===== src/shared/pwit_pkg.sv =====
// constants shared by the periodic wakeup interrupt timer
`default_nettype none
package pwit_pkg;
  // register byte offsets on the bus
  localparam logic [7:0] OFF_CTRL = 8'h00;
  localparam logic [7:0] OFF_STAT = 8'h04;
  localparam logic [7:0] OFF_MASK = 8'h08;
  // control/status field positions
  localparam int FLAG_BIT = 7;
  localparam int ACK_BIT  = 6;
  localparam int CLKS_BIT = 5;
  localparam int IE_BIT   = 4;
  localparam int PSEL_LSB = 0;
  localparam int PSEL_W   = 3;
  // status and mask hold one event bit
  localparam int EVT_BIT  = 0;
  // reset values
  localparam logic             CLKS_RST = 1'b0;
  localparam logic             IE_RST   = 1'b0;
  localparam logic [PSEL_W-1:0] PSEL_RST = 3'h0;
  localparam logic             FLAG_RST = 1'b0;
  localparam logic             MASK_RST = 1'b1;
  // bus encodings
  localparam logic [2:0] HSIZE_WORD = 3'h2;
  localparam int         HTRANS_ACT = 1;
  // timing: bus clock period and reference period in their own units
  localparam int CLK_PERIOD_NS = 40;
  localparam int REF_PERIOD_US = 1000;
  localparam int REF_DIV_CYCLES = (REF_PERIOD_US * 1000) / CLK_PERIOD_NS;
  localparam int PRESC_W = 15;
  // period lengths in source ticks; index 0 means stopped
  localparam int CNT_W = 11;
  localparam logic [CNT_W-1:0] PERIOD_TICKS [0:7] = '{
    11'h000, 11'h008, 11'h020, 11'h040,
    11'h080, 11'h100, 11'h200, 11'h400
  };
endpackage
`default_nettype wire


===== src/logic/pwit_sync.sv =====
// three-stage pin synchroniser with agreement filter and rise pulse
`timescale 1ns/1ps
`default_nettype none
module pwit_sync
(
  input  wire logic clk,
  input  wire logic rst_n,
  input  wire logic async_in,
  output var  logic rise
);
  logic s1_q;
  logic s2_q;
  logic s3_q;
  logic level_q;
  logic level_d;
  logic rise_q;
  logic rise_d;

  // level changes only once stages two and three agree
  always_comb
  begin
    level_d = (s2_q == s3_q) ? s3_q : level_q;
    rise_d  = level_d & ~level_q;
  end

  // first stage feeds only the second
  always_ff @(posedge clk or negedge rst_n)
  begin
    if (!rst_n)
    begin
      s1_q    <= 1'b0;
      s2_q    <= 1'b0;
      s3_q    <= 1'b0;
      level_q <= 1'b0;
      rise_q  <= 1'b0;
    end
    else
    begin
      s1_q    <= async_in;
      s2_q    <= s1_q;
      s3_q    <= s2_q;
      level_q <= level_d;
      rise_q  <= rise_d;
    end
  end

  assign rise = rise_q;
endmodule
`default_nettype wire


===== src/logic/pwit_timer.sv =====
// periodic wakeup interrupt timer with ahb-lite register slave
//
// The AHB-Lite slave port and the register offsets were left to the implementer.
`timescale 1ns/1ps
`default_nettype none
module pwit_timer
#(
  parameter int REF_DIV = pwit_pkg::REF_DIV_CYCLES
)
(
  input  wire logic        hclk,
  input  wire logic        hresetn,
  input  wire logic        hsel,
  input  wire logic [31:0] haddr,
  input  wire logic [1:0]  htrans,
  input  wire logic        hwrite,
  input  wire logic [2:0]  hsize,
  input  wire logic [31:0] hwdata,
  input  wire logic        hready,
  input  wire logic        ext_clk_pin,
  output var  logic [31:0] hrdata,
  output var  logic        hreadyout,
  output var  logic        hresp,
  output var  logic        irq
);
  localparam int PW = pwit_pkg::PSEL_W;
  localparam int CW = pwit_pkg::CNT_W;
  localparam int SW = pwit_pkg::PRESC_W;

  // bus state
  logic [7:0]  addr_q;
  logic [7:0]  addr_d;
  logic        wr_pend_q;
  logic        wr_pend_d;
  logic        rd_pend_q;
  logic        rd_pend_d;
  logic        hready_q;
  logic        hready_d;
  logic [31:0] rdata_q;
  logic [31:0] rdata_d;
  logic        hresp_q;
  // register state
  logic          clks_q;
  logic          clks_d;
  logic          ie_q;
  logic          ie_d;
  logic [PW-1:0] psel_q;
  logic [PW-1:0] psel_d;
  logic          flag_q;
  logic          flag_d;
  logic          mask_q;
  logic          mask_d;
  logic          irq_q;
  logic          irq_d;
  // timer state
  logic [pwit_pkg::PRESC_W-1:0] presc_q;
  logic [pwit_pkg::PRESC_W-1:0] presc_d;
  logic [CW-1:0]                count_q;
  logic [CW-1:0]                count_d;
  // decode and timer terms
  logic          accept;
  logic          ctrl_wr;
  logic          stat_wr;
  logic          mask_wr;
  logic          ack;
  logic          ref_tick;
  logic          ext_rise;
  logic          tick;
  logic [CW-1:0] limit;
  logic          timeout;

  // external clock crosses in through the agreement synchroniser
  pwit_sync u_ext_sync
  (
    .clk      (hclk),
    .rst_n    (hresetn),
    .async_in (ext_clk_pin),
    .rise     (ext_rise)
  );

  // address phase taken only for active word transfers
  always_comb
  begin
    accept    = hsel & hready & htrans[pwit_pkg::HTRANS_ACT] &
                (hsize == pwit_pkg::HSIZE_WORD);
    addr_d    = accept ? haddr[7:0] : addr_q;
    wr_pend_d = accept & hwrite;
    rd_pend_d = accept & ~hwrite;
    // one wait state on reads so a preceding write is always seen
    hready_d  = ~(accept & ~hwrite);
    rdata_d   = rdata_q;
    if (rd_pend_q)
    begin
      case (addr_q)
        pwit_pkg::OFF_CTRL:
        begin
          rdata_d = 32'h0000_0000;
          rdata_d[pwit_pkg::FLAG_BIT] = flag_q;
          rdata_d[pwit_pkg::CLKS_BIT] = clks_q;
          rdata_d[pwit_pkg::IE_BIT]   = ie_q;
          rdata_d[pwit_pkg::PSEL_LSB +: PW] = psel_q;
        end
        pwit_pkg::OFF_STAT:
        begin
          rdata_d = 32'h0000_0000;
          rdata_d[pwit_pkg::EVT_BIT] = flag_q;
        end
        pwit_pkg::OFF_MASK:
        begin
          rdata_d = 32'h0000_0000;
          rdata_d[pwit_pkg::EVT_BIT] = mask_q;
        end
        default:
        begin
          rdata_d = 32'h0000_0000; // unmapped reads give zero
        end
      endcase
    end
  end

  always_ff @(posedge hclk or negedge hresetn)
  begin
    if (!hresetn)
    begin
      addr_q    <= 8'h00;
      wr_pend_q <= 1'b0;
      rd_pend_q <= 1'b0;
      hready_q  <= 1'b1;
      rdata_q   <= 32'h0000_0000;
      hresp_q   <= 1'b0;
    end
    else
    begin
      addr_q    <= addr_d;
      wr_pend_q <= wr_pend_d;
      rd_pend_q <= rd_pend_d;
      hready_q  <= hready_d;
      rdata_q   <= rdata_d;
      hresp_q   <= 1'b0; // always okay
    end
  end

  // write data phase decode and register updates
  always_comb
  begin
    ctrl_wr = wr_pend_q & (addr_q == pwit_pkg::OFF_CTRL);
    stat_wr = wr_pend_q & (addr_q == pwit_pkg::OFF_STAT);
    mask_wr = wr_pend_q & (addr_q == pwit_pkg::OFF_MASK);
    ack     = (ctrl_wr & hwdata[pwit_pkg::ACK_BIT]) |
              (stat_wr & hwdata[pwit_pkg::EVT_BIT]);
    clks_d  = ctrl_wr ? hwdata[pwit_pkg::CLKS_BIT] : clks_q;
    ie_d    = ctrl_wr ? hwdata[pwit_pkg::IE_BIT] : ie_q;
    psel_d  = ctrl_wr ? hwdata[pwit_pkg::PSEL_LSB +: PW] : psel_q;
    mask_d  = mask_wr ? hwdata[pwit_pkg::EVT_BIT] : mask_q;
    // a time-out in the clearing cycle wins over the clear
    if (timeout)
      flag_d = 1'b1;
    else if (ack)
      flag_d = 1'b0;
    else
      flag_d = flag_q;
    irq_d   = flag_d & ie_d & mask_d;
  end

  always_ff @(posedge hclk or negedge hresetn)
  begin
    if (!hresetn)
    begin
      clks_q <= pwit_pkg::CLKS_RST;
      ie_q   <= pwit_pkg::IE_RST;
      psel_q <= pwit_pkg::PSEL_RST;
      flag_q <= pwit_pkg::FLAG_RST;
      mask_q <= pwit_pkg::MASK_RST;
      irq_q  <= 1'b0;
    end
    else
    begin
      clks_q <= clks_d;
      ie_q   <= ie_d;
      psel_q <= psel_d;
      flag_q <= flag_d;
      mask_q <= mask_d;
      irq_q  <= irq_d;
    end
  end

  // prescaler and period counter; no power-mode gating at all
  always_comb
  begin
    ref_tick = (presc_q == SW'(REF_DIV - 1));
    presc_d  = ref_tick ? '0 : presc_q + SW'(1);
    tick     = clks_q ? ext_rise : ref_tick;
    limit    = pwit_pkg::PERIOD_TICKS[psel_q];
    // compare with >= so a shorter new period never runs a full wrap
    timeout  = (psel_q != PW'(0)) & tick &
               (count_q >= limit - CW'(1));
    if (psel_q == PW'(0))
      count_d = '0;
    else if (timeout)
      count_d = '0;
    else if (tick)
      count_d = count_q + CW'(1);
    else
      count_d = count_q;
  end

  always_ff @(posedge hclk or negedge hresetn)
  begin
    if (!hresetn)
    begin
      presc_q <= '0;
      count_q <= '0;
    end
    else
    begin
      presc_q <= presc_d;
      count_q <= count_d;
    end
  end

  assign hrdata    = rdata_q;
  assign hreadyout = hready_q;
  assign hresp     = hresp_q;
  assign irq       = irq_q;
endmodule
`default_nettype wire


===== config.mk =====
export PLATFORM = sky130hd
export DESIGN_NAME = pwit_timer
export DESIGN_NICKNAME = d
export VERILOG_FILES = /design/src/shared/pwit_pkg.sv /design/src/logic/pwit_sync.sv /design/src/logic/pwit_timer.sv
export SDC_FILE = /design/constraint.sdc
export NUM_CORES = 1
export LEC_CHECK = 0
export ABC_AREA = 1
export BUFFER_PORTS_ARGS = -buffer_cell sky130_fd_sc_hd__buf_2
export CAP_MARGIN = 20
export CORE_ASPECT_RATIO = 1.1
export CORE_UTILIZATION = 50
export DETAILED_ROUTE_END_ITERATION = 10
export GPL_TIMING_DRIVEN = 1
export PLACE_DENSITY = 0.83
export RECOVER_POWER = 50
export REMOVE_ABC_BUFFERS = 1
export SYNTH_ARGS = -nofsm -noshare
export SYNTH_HDL_FRONTEND = slang
export SYNTH_SLANG_ARGS = --single-unit
export TNS_END_PERCENT = 100

===== constraint.sdc =====
create_clock -name hclk -period 2.8 [get_ports hclk]
set_input_delay 0.56 -clock hclk [delete_from_list [all_inputs] [get_ports hclk]]
set_output_delay 0.56 -clock hclk [all_outputs]
set_load 0.005 [all_outputs]

==> results.txt, run 1 <==
The data arrival time of the critical path was 2.77 ns; the highest fanout seen on the critical path was 8. The tools report the capture point of the worst reg-to-reg path as count_q[1]. In this run, post-CTS hold repair placed 0 buffers. In this run the critical register-to-register path is launched from psel_q[2].

After the flow finishes, the layout carries non-filler instances totaling 493. The share of flip-flops with an asynchronous set or reset was 1.00; the proportion of layout cells with a drive suffix above 1 was 0.163. The clock passes through at most 2 buffers. The netlist uses 41 different library cells. The critical path goes through inv_2 -> nand3_1 -> ha_1 -> nor3_1 -> a21oi_1 -> ha_1 -> a21oi_1 -> nand2_1 -> nor2_1 -> nand2_1 -> nand2_2 -> nand2_4 -> inv_2 -> nand2_1 -> nand2_1. CTS built an H-tree with a depth of 2. Summed over all nets, the half-perimeter wirelength after detailed placement is 4310 µm. Subtracting the final worst setup slack from the clock period gives 2.53 ns. The standard cell core area is 5910 µm².

The proportion of synthesized area in mux cells was 0.0175; the layout filler cell count was 522. First-pass GRT wire length: 9910 µm. The headroom to the max-slew limit is 0.273.

On the worst path, the slowest cell contributes a delay of 0.45 ns. Entering global routing, the biggest net connects 37 pins. The dominant combinational cell family by area after synthesis is simple AND/OR/NAND/NOR gates.

After synthesis, the mean cell area works out to 8.31 µm². The number of antenna cells inserted is 0. The tools report the overflow left after global routing as 0. The simple-gate share of the synthesized area came out at 0.248.

Broken down by cell family, the worst path's largest delay share belongs to simple AND/OR/NAND/NOR gates. By area the synthesized netlist is led by sky130_fd_sc_hd__dfrtp_1, sky130_fd_sc_hd__nand2_1, sky130_fd_sc_hd__buf_4. Counting stages on the worst path, the most repeated cell is sky130_fd_sc_hd__nand2_1. The adder-cell share of the synthesized area works out to 0.0390.

The floorplan step defined a die boundary enclosing 6620 µm². Clock latency on the worst-skew pair, taken at its later pin, is 0.31 ns. Ranked by instance count, the synthesized netlist is headed by sky130_fd_sc_hd__nand2_1, sky130_fd_sc_hd__dfrtp_1, sky130_fd_sc_hd__nor2_1. After detailed routing, the number of vias per cell comes to 5.00.

The synthesis-stage register bit count works out to 56. The cell count after synthesis is 379, and the number of global-route vias before repair is 2,378. On the final layout, the worst hold slack is 0.351 ns. The die height was 85.2 µm. The number of slew-limit violations in the final report was 0. STA classifies the critical path endpoint as a flop. The tools report the wire length after detailed routing as 5680 µm. Setup repair after global routing left no endpoint under its margin.

In the final routed layout, each cell accounts on average for 11.5 µm. The overall global routing resource usage was 0.187. The total negative slack for setup checks was 0 ns; the number of enable-type register cells in the synthesized netlist was 0. The run gives 0 as the remaining number of nets flagged by the antenna check after routing.

The xor-xnor portion of the synthesized cell area came out at 0.0362. The portion of synthesized cell area occupied by the leading cell type was 0.429. For flop-to-flop paths, the worst setup slack is 0.27 ns. The root cell of the clock tree is sky130_fd_sc_hd__clkbuf_8. The launching element type of the critical path is a flop. The number of cells on the worst reg-to-reg path is 15. The utilization of the core after routing was 0.572; the number of iterations in the first detailed-routing pass was 4. The width of the die works out to 77.7 µm. The worst setup path is of the reg -> reg kind.

TritonCTS built the clock tree. The Yosys step of the flow raised 0 warnings. For this design the static power due to leakage is 0.00172 µW.

After synthesis the cells add up to 3150 µm². In this run the tool buffered the top-level ports with 31 buffer cells. The total of endpoints with negative setup slack in the final report was 0. The growth of design area from synthesis to finish came out at 7.47%. Across the VDD grid, the largest voltage drop is 0.362 mV. Worst setup path endpoint: count_q[1]. Clock-pin slew was measured on the worst setup and hold paths at 0.10 ns.

The flow ran to the end, and the final reports show no timing, DRC or antenna violations. The most used flip-flop cell after synthesis is sky130_fd_sc_hd__dfrtp_1. Routability-driven placement finished with a final weighted congestion of 0.862. The post-layout net count is 499, and the portion of the clock cycle consumed by the worst path in the final layout is 0.902. After floorplanning, the core was divided into 29 placement rows. Data on the critical path is required at its endpoint by 3.04 ns. The most critical setup path has its startpoint at psel_q[2]. The power after layout was 1550 µW; the number of DRC violations after detailed-routing iteration 0 was 107.

The count of vias placed by the detailed router came out at 2,464. The tightest min-delay check is of the in -> reg type. The share of the synthesized area in compound gates (AO/OA/AOI/OAI) was 0.0815; the number of remaining DRC errors was 0. CTS saw 56 sinks.

Most frequent cell after synthesis: sky130_fd_sc_hd__nand2_1. The tools report the beginning of the worst hold path as ext_clk_pin. The post-synthesis sequential area ratio was 0.446. In this run the number of cells on the critical path is 15.

Total CTS buffers: 5. At the pin with the least slew margin, the transition time is 1.09 ns. The tool flagged a number of max-cap violations equal to 0.

The library cell occupying the most area in the post-synthesis netlist was sky130_fd_sc_hd__dfrtp_1. The tools report the initial antenna violation count as 0. The total power density per cell area works out to 459 nW/µm². On the critical path, the stage with the largest delay is an instance of sky130_fd_sc_hd__dfrtp_1.

For this run, the top clock speed supported by timing is 0.396 GHz. For the final database, setup skew stands at 0.00950 ns. The final hold violation count was 0; the sum of buffers and inverters on the critical path was 2. The initial core utilization was 0.532.

The count of boundary I/O pins is 110. In this run, placement finished with an instance count of 485.
## how the worst min path moves through the flow
stage                                  to  slack, ns  depth (start not counted)
after floorplan                 addr_q[0]       0.26                          0
after global placement    u_ext_sync.s2_q       0.34                          0
after detailed placement  u_ext_sync.s2_q       0.35                          0
after CTS                      presc_q[7]       0.20                          1
after global routing      u_ext_sync.s1_q       0.34                          1
final                     u_ext_sync.s1_q       0.35                          1
## routing by layer
metal / up-vias / GRT usage / part of all wire
met5: - / 0 / 0
met4: 0 / 0.0703 / 0.016
met3: 9 / 0.0376 / 0.042
met2: 60 / 0.338 / 0.51
met1: 1151 / 0.218 / 0.43
li1: 1244 / - / -
## flip-flops by register name (all words and copies together), names as in the netlist
register	count
ie_q	1
psel_q	3
flag_q	1
u_ext_sync.s1_q	1
presc_q	15
hreadyout	1
rd_pend_q	1
wr_pend_q	1
u_ext_sync.rise	1
u_ext_sync.s3_q	1
irq	1
clks_q	1
addr_q	8
hrdata	6
mask_q	1
count_q	11
u_ext_sync.s2_q	1
u_ext_sync.level_q	1
## logic make-up after synthesis
| kind of cell | Yosys count |
|---|---|
| other cells | 1 |
| xor+xnor | 13 |
| mux | 5 |
| flops | 56 |
| buf+inv | 82 |
| simple gates | 172 |
| compound gates | 40 |
| fa+ha+maj | 10 |
## cell usage in the layout, fill, tap and decap left out, types with 2 or more instances in the layout
| master | n |
|---|---|
| sky130_fd_sc_hd__nand3_1 | 20 |
| sky130_fd_sc_hd__dfrtp_1 | 54 |
| sky130_fd_sc_hd__nor4_1 | 3 |
| sky130_fd_sc_hd__nand4_1 | 11 |
| sky130_fd_sc_hd__mux2_2 | 4 |
| sky130_fd_sc_hd__inv_2 | 5 |
| sky130_fd_sc_hd__xor2_1 | 10 |
| sky130_fd_sc_hd__clkbuf_1 | 2 |
| sky130_fd_sc_hd__o21ai_0 | 11 |
| sky130_fd_sc_hd__a21oi_1 | 12 |
| sky130_fd_sc_hd__nand2_2 | 4 |
| sky130_fd_sc_hd__dfstp_2 | 2 |
| sky130_fd_sc_hd__nor3_1 | 7 |
| sky130_fd_sc_hd__o21bai_1 | 2 |
| sky130_fd_sc_hd__xnor2_1 | 3 |
| sky130_fd_sc_hd__buf_2 | 30 |
| sky130_fd_sc_hd__ha_1 | 9 |
| sky130_fd_sc_hd__nor2_1 | 50 |
| sky130_fd_sc_hd__clkbuf_8 | 5 |
| sky130_fd_sc_hd__nand2_1 | 63 |
| sky130_fd_sc_hd__inv_1 | 46 |
| sky130_fd_sc_hd__nand3b_1 | 3 |
| sky130_fd_sc_hd__nor2_2 | 5 |
| sky130_fd_sc_hd__o31ai_1 | 6 |
| sky130_fd_sc_hd__o21ai_2 | 4 |
| sky130_fd_sc_hd__conb_1 | 27 |
## area by class of cell
type / instances / area, µm² / share of cell area
clock buffers: 6 / 72.6 / 0.0214
clock inverters: 2 / 16.3 / 0.00481
inverters: 53 / 200 / 0.0592
multi-input cells: 267 / 1440 / 0.424
flip-flops and latches: 56 / 1400 / 0.415
well taps: 77 / 96.3 / 0.0285
repair buffers: 32 / 159 / 0.0470
## power by group
part	switching, µW	internal, µW	total (µW)
sequential	41.9	866	908
clock	253	178	431
combinational	127	88.2	215
total	422	1130	1550
## per-stage QoR
step / cell area, µm² / worst slack (ns)
CTS: 3380 / 0.215
global placement: 3290 / 0.316
detailed placement: 3290 / 0.255
global route: 3380 / 0.0178
finish: 3380 / 0.273
floorplan: 3030 / 0.563
## timing repair
action / in CTS / in global routing
gates resized for setup: 0 / 3
setup buffers: 0 / 0
endpoints found under the setup margin: 0 / 11
Note: power is estimated with default switching activity, not from simulation.
==> inputs of run 2 (changes only) <==
Settings changed: ABC_AREA 1 to unset, CORE_UTILIZATION 50 to 49, PLACE_DENSITY 0.83 to 0.82.
==> results.txt, run 2 <==
The run gives 399 (was 485) as the placed instance count. Register bank with the most flops: presc_q (unchanged). The pin count of the biggest net entering global routing came out at 57 (was 37). Launching element type of the critical path: a flop (unchanged). The growth of design area from synthesis to finish was 15.2% (was 7.47%); the average instance area after synthesis was 10.3 µm² (was 8.31 µm²). For the count of boundary I/O pins, the log shows 110 (unchanged). The tools report the number of iterations in the first detailed-routing pass as 4 (unchanged).

Width of the die: 76.2 µm (was 77.7 µm). The latest clock arrival within the worst-skew pair was 0.31 ns (about the same); the share of flip-flops with an asynchronous set or reset was 1.00 (unchanged). Class of the tightest hold or removal check: in -> reg (unchanged). The adder-cell share of the synthesized area was 0.0413 (was 0.0390). The number of enable-type register cells in the synthesized netlist works out to 0 (unchanged).

The total power density per cell area came out at 456 nW/µm² (was 459 nW/µm²). The logs give 6380 µm² (was 6620 µm²) for the area of the die and 465 (was 522) for the layout filler cell count. The highest fanout seen on the critical path is 8 (unchanged). The worst setup skew after layout is 0.0132 ns (was 0.00950 ns), and the multi-input combinational cell area is 1440 µm² (about the same). The run gives 0 (unchanged) as the yosys synthesis warning count. The proportion of synthesized area in mux cells works out to 0.0594 (was 0.0175). The remaining number of nets flagged by the antenna check after routing is 0 (unchanged).

The tools report the root cell of the clock tree as sky130_fd_sc_hd__clkbuf_8 (unchanged). The xor-xnor portion of the synthesized cell area was 0.0413 (was 0.0362). The detailed-placement wirelength estimate is 3720 µm (was 4310 µm), and the overflow left after global routing is 0 (unchanged). The average routed wire per standard cell is 13.7 µm (was 11.5 µm), and the synthesis-stage register bit count is 56 (unchanged). For the number of DRC violations after detailed-routing iteration 0, the log shows 180 (was 107). Largest registers in the final layout: presc_q: 15 flops, count_q: 11 flops, addr_q: 8 flops (unchanged). The run gives 5680 µm (about the same) as the wire length after detailed routing. The distinct cell type count after synthesis came out at 53 (was 41). The number of port buffers was 31 (unchanged); the clock-pin slew on the worst setup and hold paths was 0.11 ns (was 0.10 ns). The count of vias placed by the detailed router was 2,232 (was 2,464). The pre-CTS worst setup slack was -0.0926 ns (was 0.255 ns); the portion of synthesized cell area occupied by the leading cell type was 0.455 (was 0.429).

The initial core utilization was 0.512 (was 0.532). The main flop type after synthesis was sky130_fd_sc_hd__dfrtp_1 (unchanged). The nature of the critical path endpoint is a flop (unchanged).

The die height works out to 83.7 µm (was 85.2 µm). The final worst-path setup slack was -0.0317 ns (was 0.273 ns). Library cell occupying the most area in the post-synthesis netlist: sky130_fd_sc_hd__dfrtp_1 (unchanged). The run finished, with violations left.

The tools report the data arrival time of the critical path as 3.04 ns (was 2.77 ns). The checks that failed: negative setup slack. Most numerous cell types in the synthesized netlist: sky130_fd_sc_hd__dfrtp_1, sky130_fd_sc_hd__buf_4, sky130_fd_sc_hd__nand2_1 (was sky130_fd_sc_hd__nand2_1, sky130_fd_sc_hd__dfrtp_1, sky130_fd_sc_hd__nor2_1). The tools report the final weighted congestion in routability-driven placement as 0.843 (was 0.862).

Area contributors post-synth: sky130_fd_sc_hd__dfrtp_1, sky130_fd_sc_hd__buf_4, sky130_fd_sc_hd__mux2_2 (was sky130_fd_sc_hd__dfrtp_1, sky130_fd_sc_hd__nand2_1, sky130_fd_sc_hd__buf_4). The proportion of layout cells with a drive suffix above 1 is 0.278 (was 0.163). The initial antenna violation count came out at 0 (unchanged). The critical setup path kind is reg -> reg (unchanged).

The maximum clock insertion buffer count is 2 (unchanged), and the maximum operating frequency is 0.353 GHz (was 0.396 GHz). Overall global routing resource usage: 0.182 (was 0.187). The dominant combinational cell family by area after synthesis was simple AND/OR/NAND/NOR gates (unchanged).

For the final hold violation count, the log shows 0 (unchanged). For the headroom to the max-slew limit, the log shows 0.110 (was 0.273). Leading cell types in the layout, fill and taps excluded: sky130_fd_sc_hd__dfrtp_1, sky130_fd_sc_hd__buf_2, sky130_fd_sc_hd__nand2_1, sky130_fd_sc_hd__conb_1, sky130_fd_sc_hd__nor2_1 (was sky130_fd_sc_hd__nand2_1, sky130_fd_sc_hd__dfrtp_1, sky130_fd_sc_hd__nor2_1). The logs give -0.03 ns (was 0.27 ns) for the flop-to-flop setup slack and 9270 µm (was 9910 µm) for the first-pass GRT wire length.

The logs give 56 (unchanged) for the number of sinks on the clock net and 0 (unchanged) for the number of slew-limit violations in the final report. The count of non-filler cells in the finished layout came out at 415 (was 493). The tools report the standard cell core area as 5810 µm² (was 5910 µm²).

The number of antenna cells inserted came out at 0 (unchanged). The leakage component of the power was 0.00160 µW (was 0.00172 µW). For the cell count after synthesis, the log shows 288 (was 379).

Number of global-route vias before repair: 2,098 (was 2,378). The total of max-cap violations is 0 (unchanged), and the post-synth design cell area is 2970 µm² (was 3150 µm²). The tools report the count of H-tree levels built during CTS as 2 (unchanged). For the total area of sequential cells, the log shows 1400 µm² (unchanged). The portion of the clock cycle consumed by the worst path in the final layout is 1.01 (was 0.902), and the post-layout net count is 421 (was 499). Maximum VDD drop: 0.228 mV (was 0.362 mV). The most frequent cell after synthesis was sky130_fd_sc_hd__dfrtp_1 (was sky130_fd_sc_hd__nand2_1).

TritonCTS built the clock tree. The actual slew at the worst max-slew pin came out at 1.34 ns (was 1.09 ns). The average via count per standard cell was 5.38 (was 5.00). The tools report the total of endpoints with negative setup slack in the final report as 5 (was 0). Setup repair after global routing could not meet its margin everywhere. The clock period minus worst slack works out to 2.83 ns (was 2.53 ns).

The most common cell after layout, fill and taps aside is sky130_fd_sc_hd__dfrtp_1 (was sky130_fd_sc_hd__nand2_1). The simple-gate share of the synthesized area came out at 0.173 (was 0.248). Share of the synthesized area in compound gates (AO/OA/AOI/OAI): 0.112 (was 0.0815). The run gives 0 (unchanged) as the number of remaining DRC errors. For the number of rows created at floorplan, the log shows 29 (unchanged).

The run gives 3.01 ns (was 3.04 ns) as the required time reported for the critical path endpoint. For the total CTS buffers, the log shows 5 (unchanged). The post-synthesis sequential area ratio was 0.473 (was 0.446); the flip-flop count of the largest register after layout was 15 (unchanged).
## run 2: final cells by class
class	count	share of cell area
inverter	12	0.0132
tap	77	0.0282
sequential	56	0.410
multi-input combinational	210	0.421
clock inverter	2	0.0113
timing repair buffer	52	0.0951
clock buffer	6	0.0212
## run 2: power breakdown
group          switching, µW  internal, µW
registers               26.4           844
logic                   83.9          66.6
clock network            267           271
## run 2: cell families (layout without fill, tap and decap cells)
logic type / Yosys count / after routing
buffers and inverters: 48 / 72
other: 1 / 27
adders and majority gates: 10 / 10
DFF: 56 / 56
and+or+nand+nor: 96 / 96
muxes: 16 / 16
AOI/OAI and AO/OA: 47 / 47
xor gates and xnor gates: 14 / 14
## run 2: final timing paths
kind                                  from               to  cells past startpoint
max                              psel_q[1]              irq                     11
min                            ext_clk_pin  u_ext_sync.s1_q                      1
max reg2reg                      psel_q[1]              irq                     11
min reg2reg                u_ext_sync.s1_q  u_ext_sync.s2_q                      0
max in group asynchronous          hresetn       count_q[9]                      2
min in group asynchronous          hresetn       count_q[0]                      2
## run 2: critical path: stages (launching register included)
cell,delay [ns]
sky130_fd_sc_hd__dfrtp_1,0.44
sky130_fd_sc_hd__or3b_4,0.43
sky130_fd_sc_hd__ha_4,0.18
sky130_fd_sc_hd__xor2_1,0.15
sky130_fd_sc_hd__ha_1,0.31
sky130_fd_sc_hd__a211oi_2,0.20
sky130_fd_sc_hd__o21ai_1,0.11
sky130_fd_sc_hd__a221oi_2,0.26
sky130_fd_sc_hd__buf_4,0.19
sky130_fd_sc_hd__buf_4,0.17
sky130_fd_sc_hd__o31ai_4,0.07
sky130_fd_sc_hd__and3_1,0.21
## run 2: per-stage QoR
step | instance area [µm²] | util | power [µW] | hold slack, ns | setup TNS, ns
after floorplan | 2820 | - | 964 | 0.264 | -2.81
after global placement | 3170 | 0.546 | 1020 | 0.334 | -0.102
after detailed placement | 3170 | 0.546 | 1030 | 0.350 | -0.252
after CTS | 3350 | 0.577 | 1570 | 0.349 | 0
after global routing | 3420 | 0.589 | 1620 | 0.336 | -0.880
final | 3420 | 0.589 | 1560 | 0.358 | -0.0641
## run 2: layer usage
layer	vias to the layer above	GRT usage	wire length, µm
met5	-	0	0
met3	18	0.0361	251
met2	77	0.305	2970
met1	1079	0.229	2300
li1	1058	-	-
met4	0	0.0787	158
## run 2: what timing repair did
item | CTS | global route
setup buffers | 5 | 3
pin swaps | 4 | 3
hold buffers | 0 | 0
setup endpoints to repair | 12 | 13
gates cloned | 0 | 0
gates resized for setup | 9 | 9
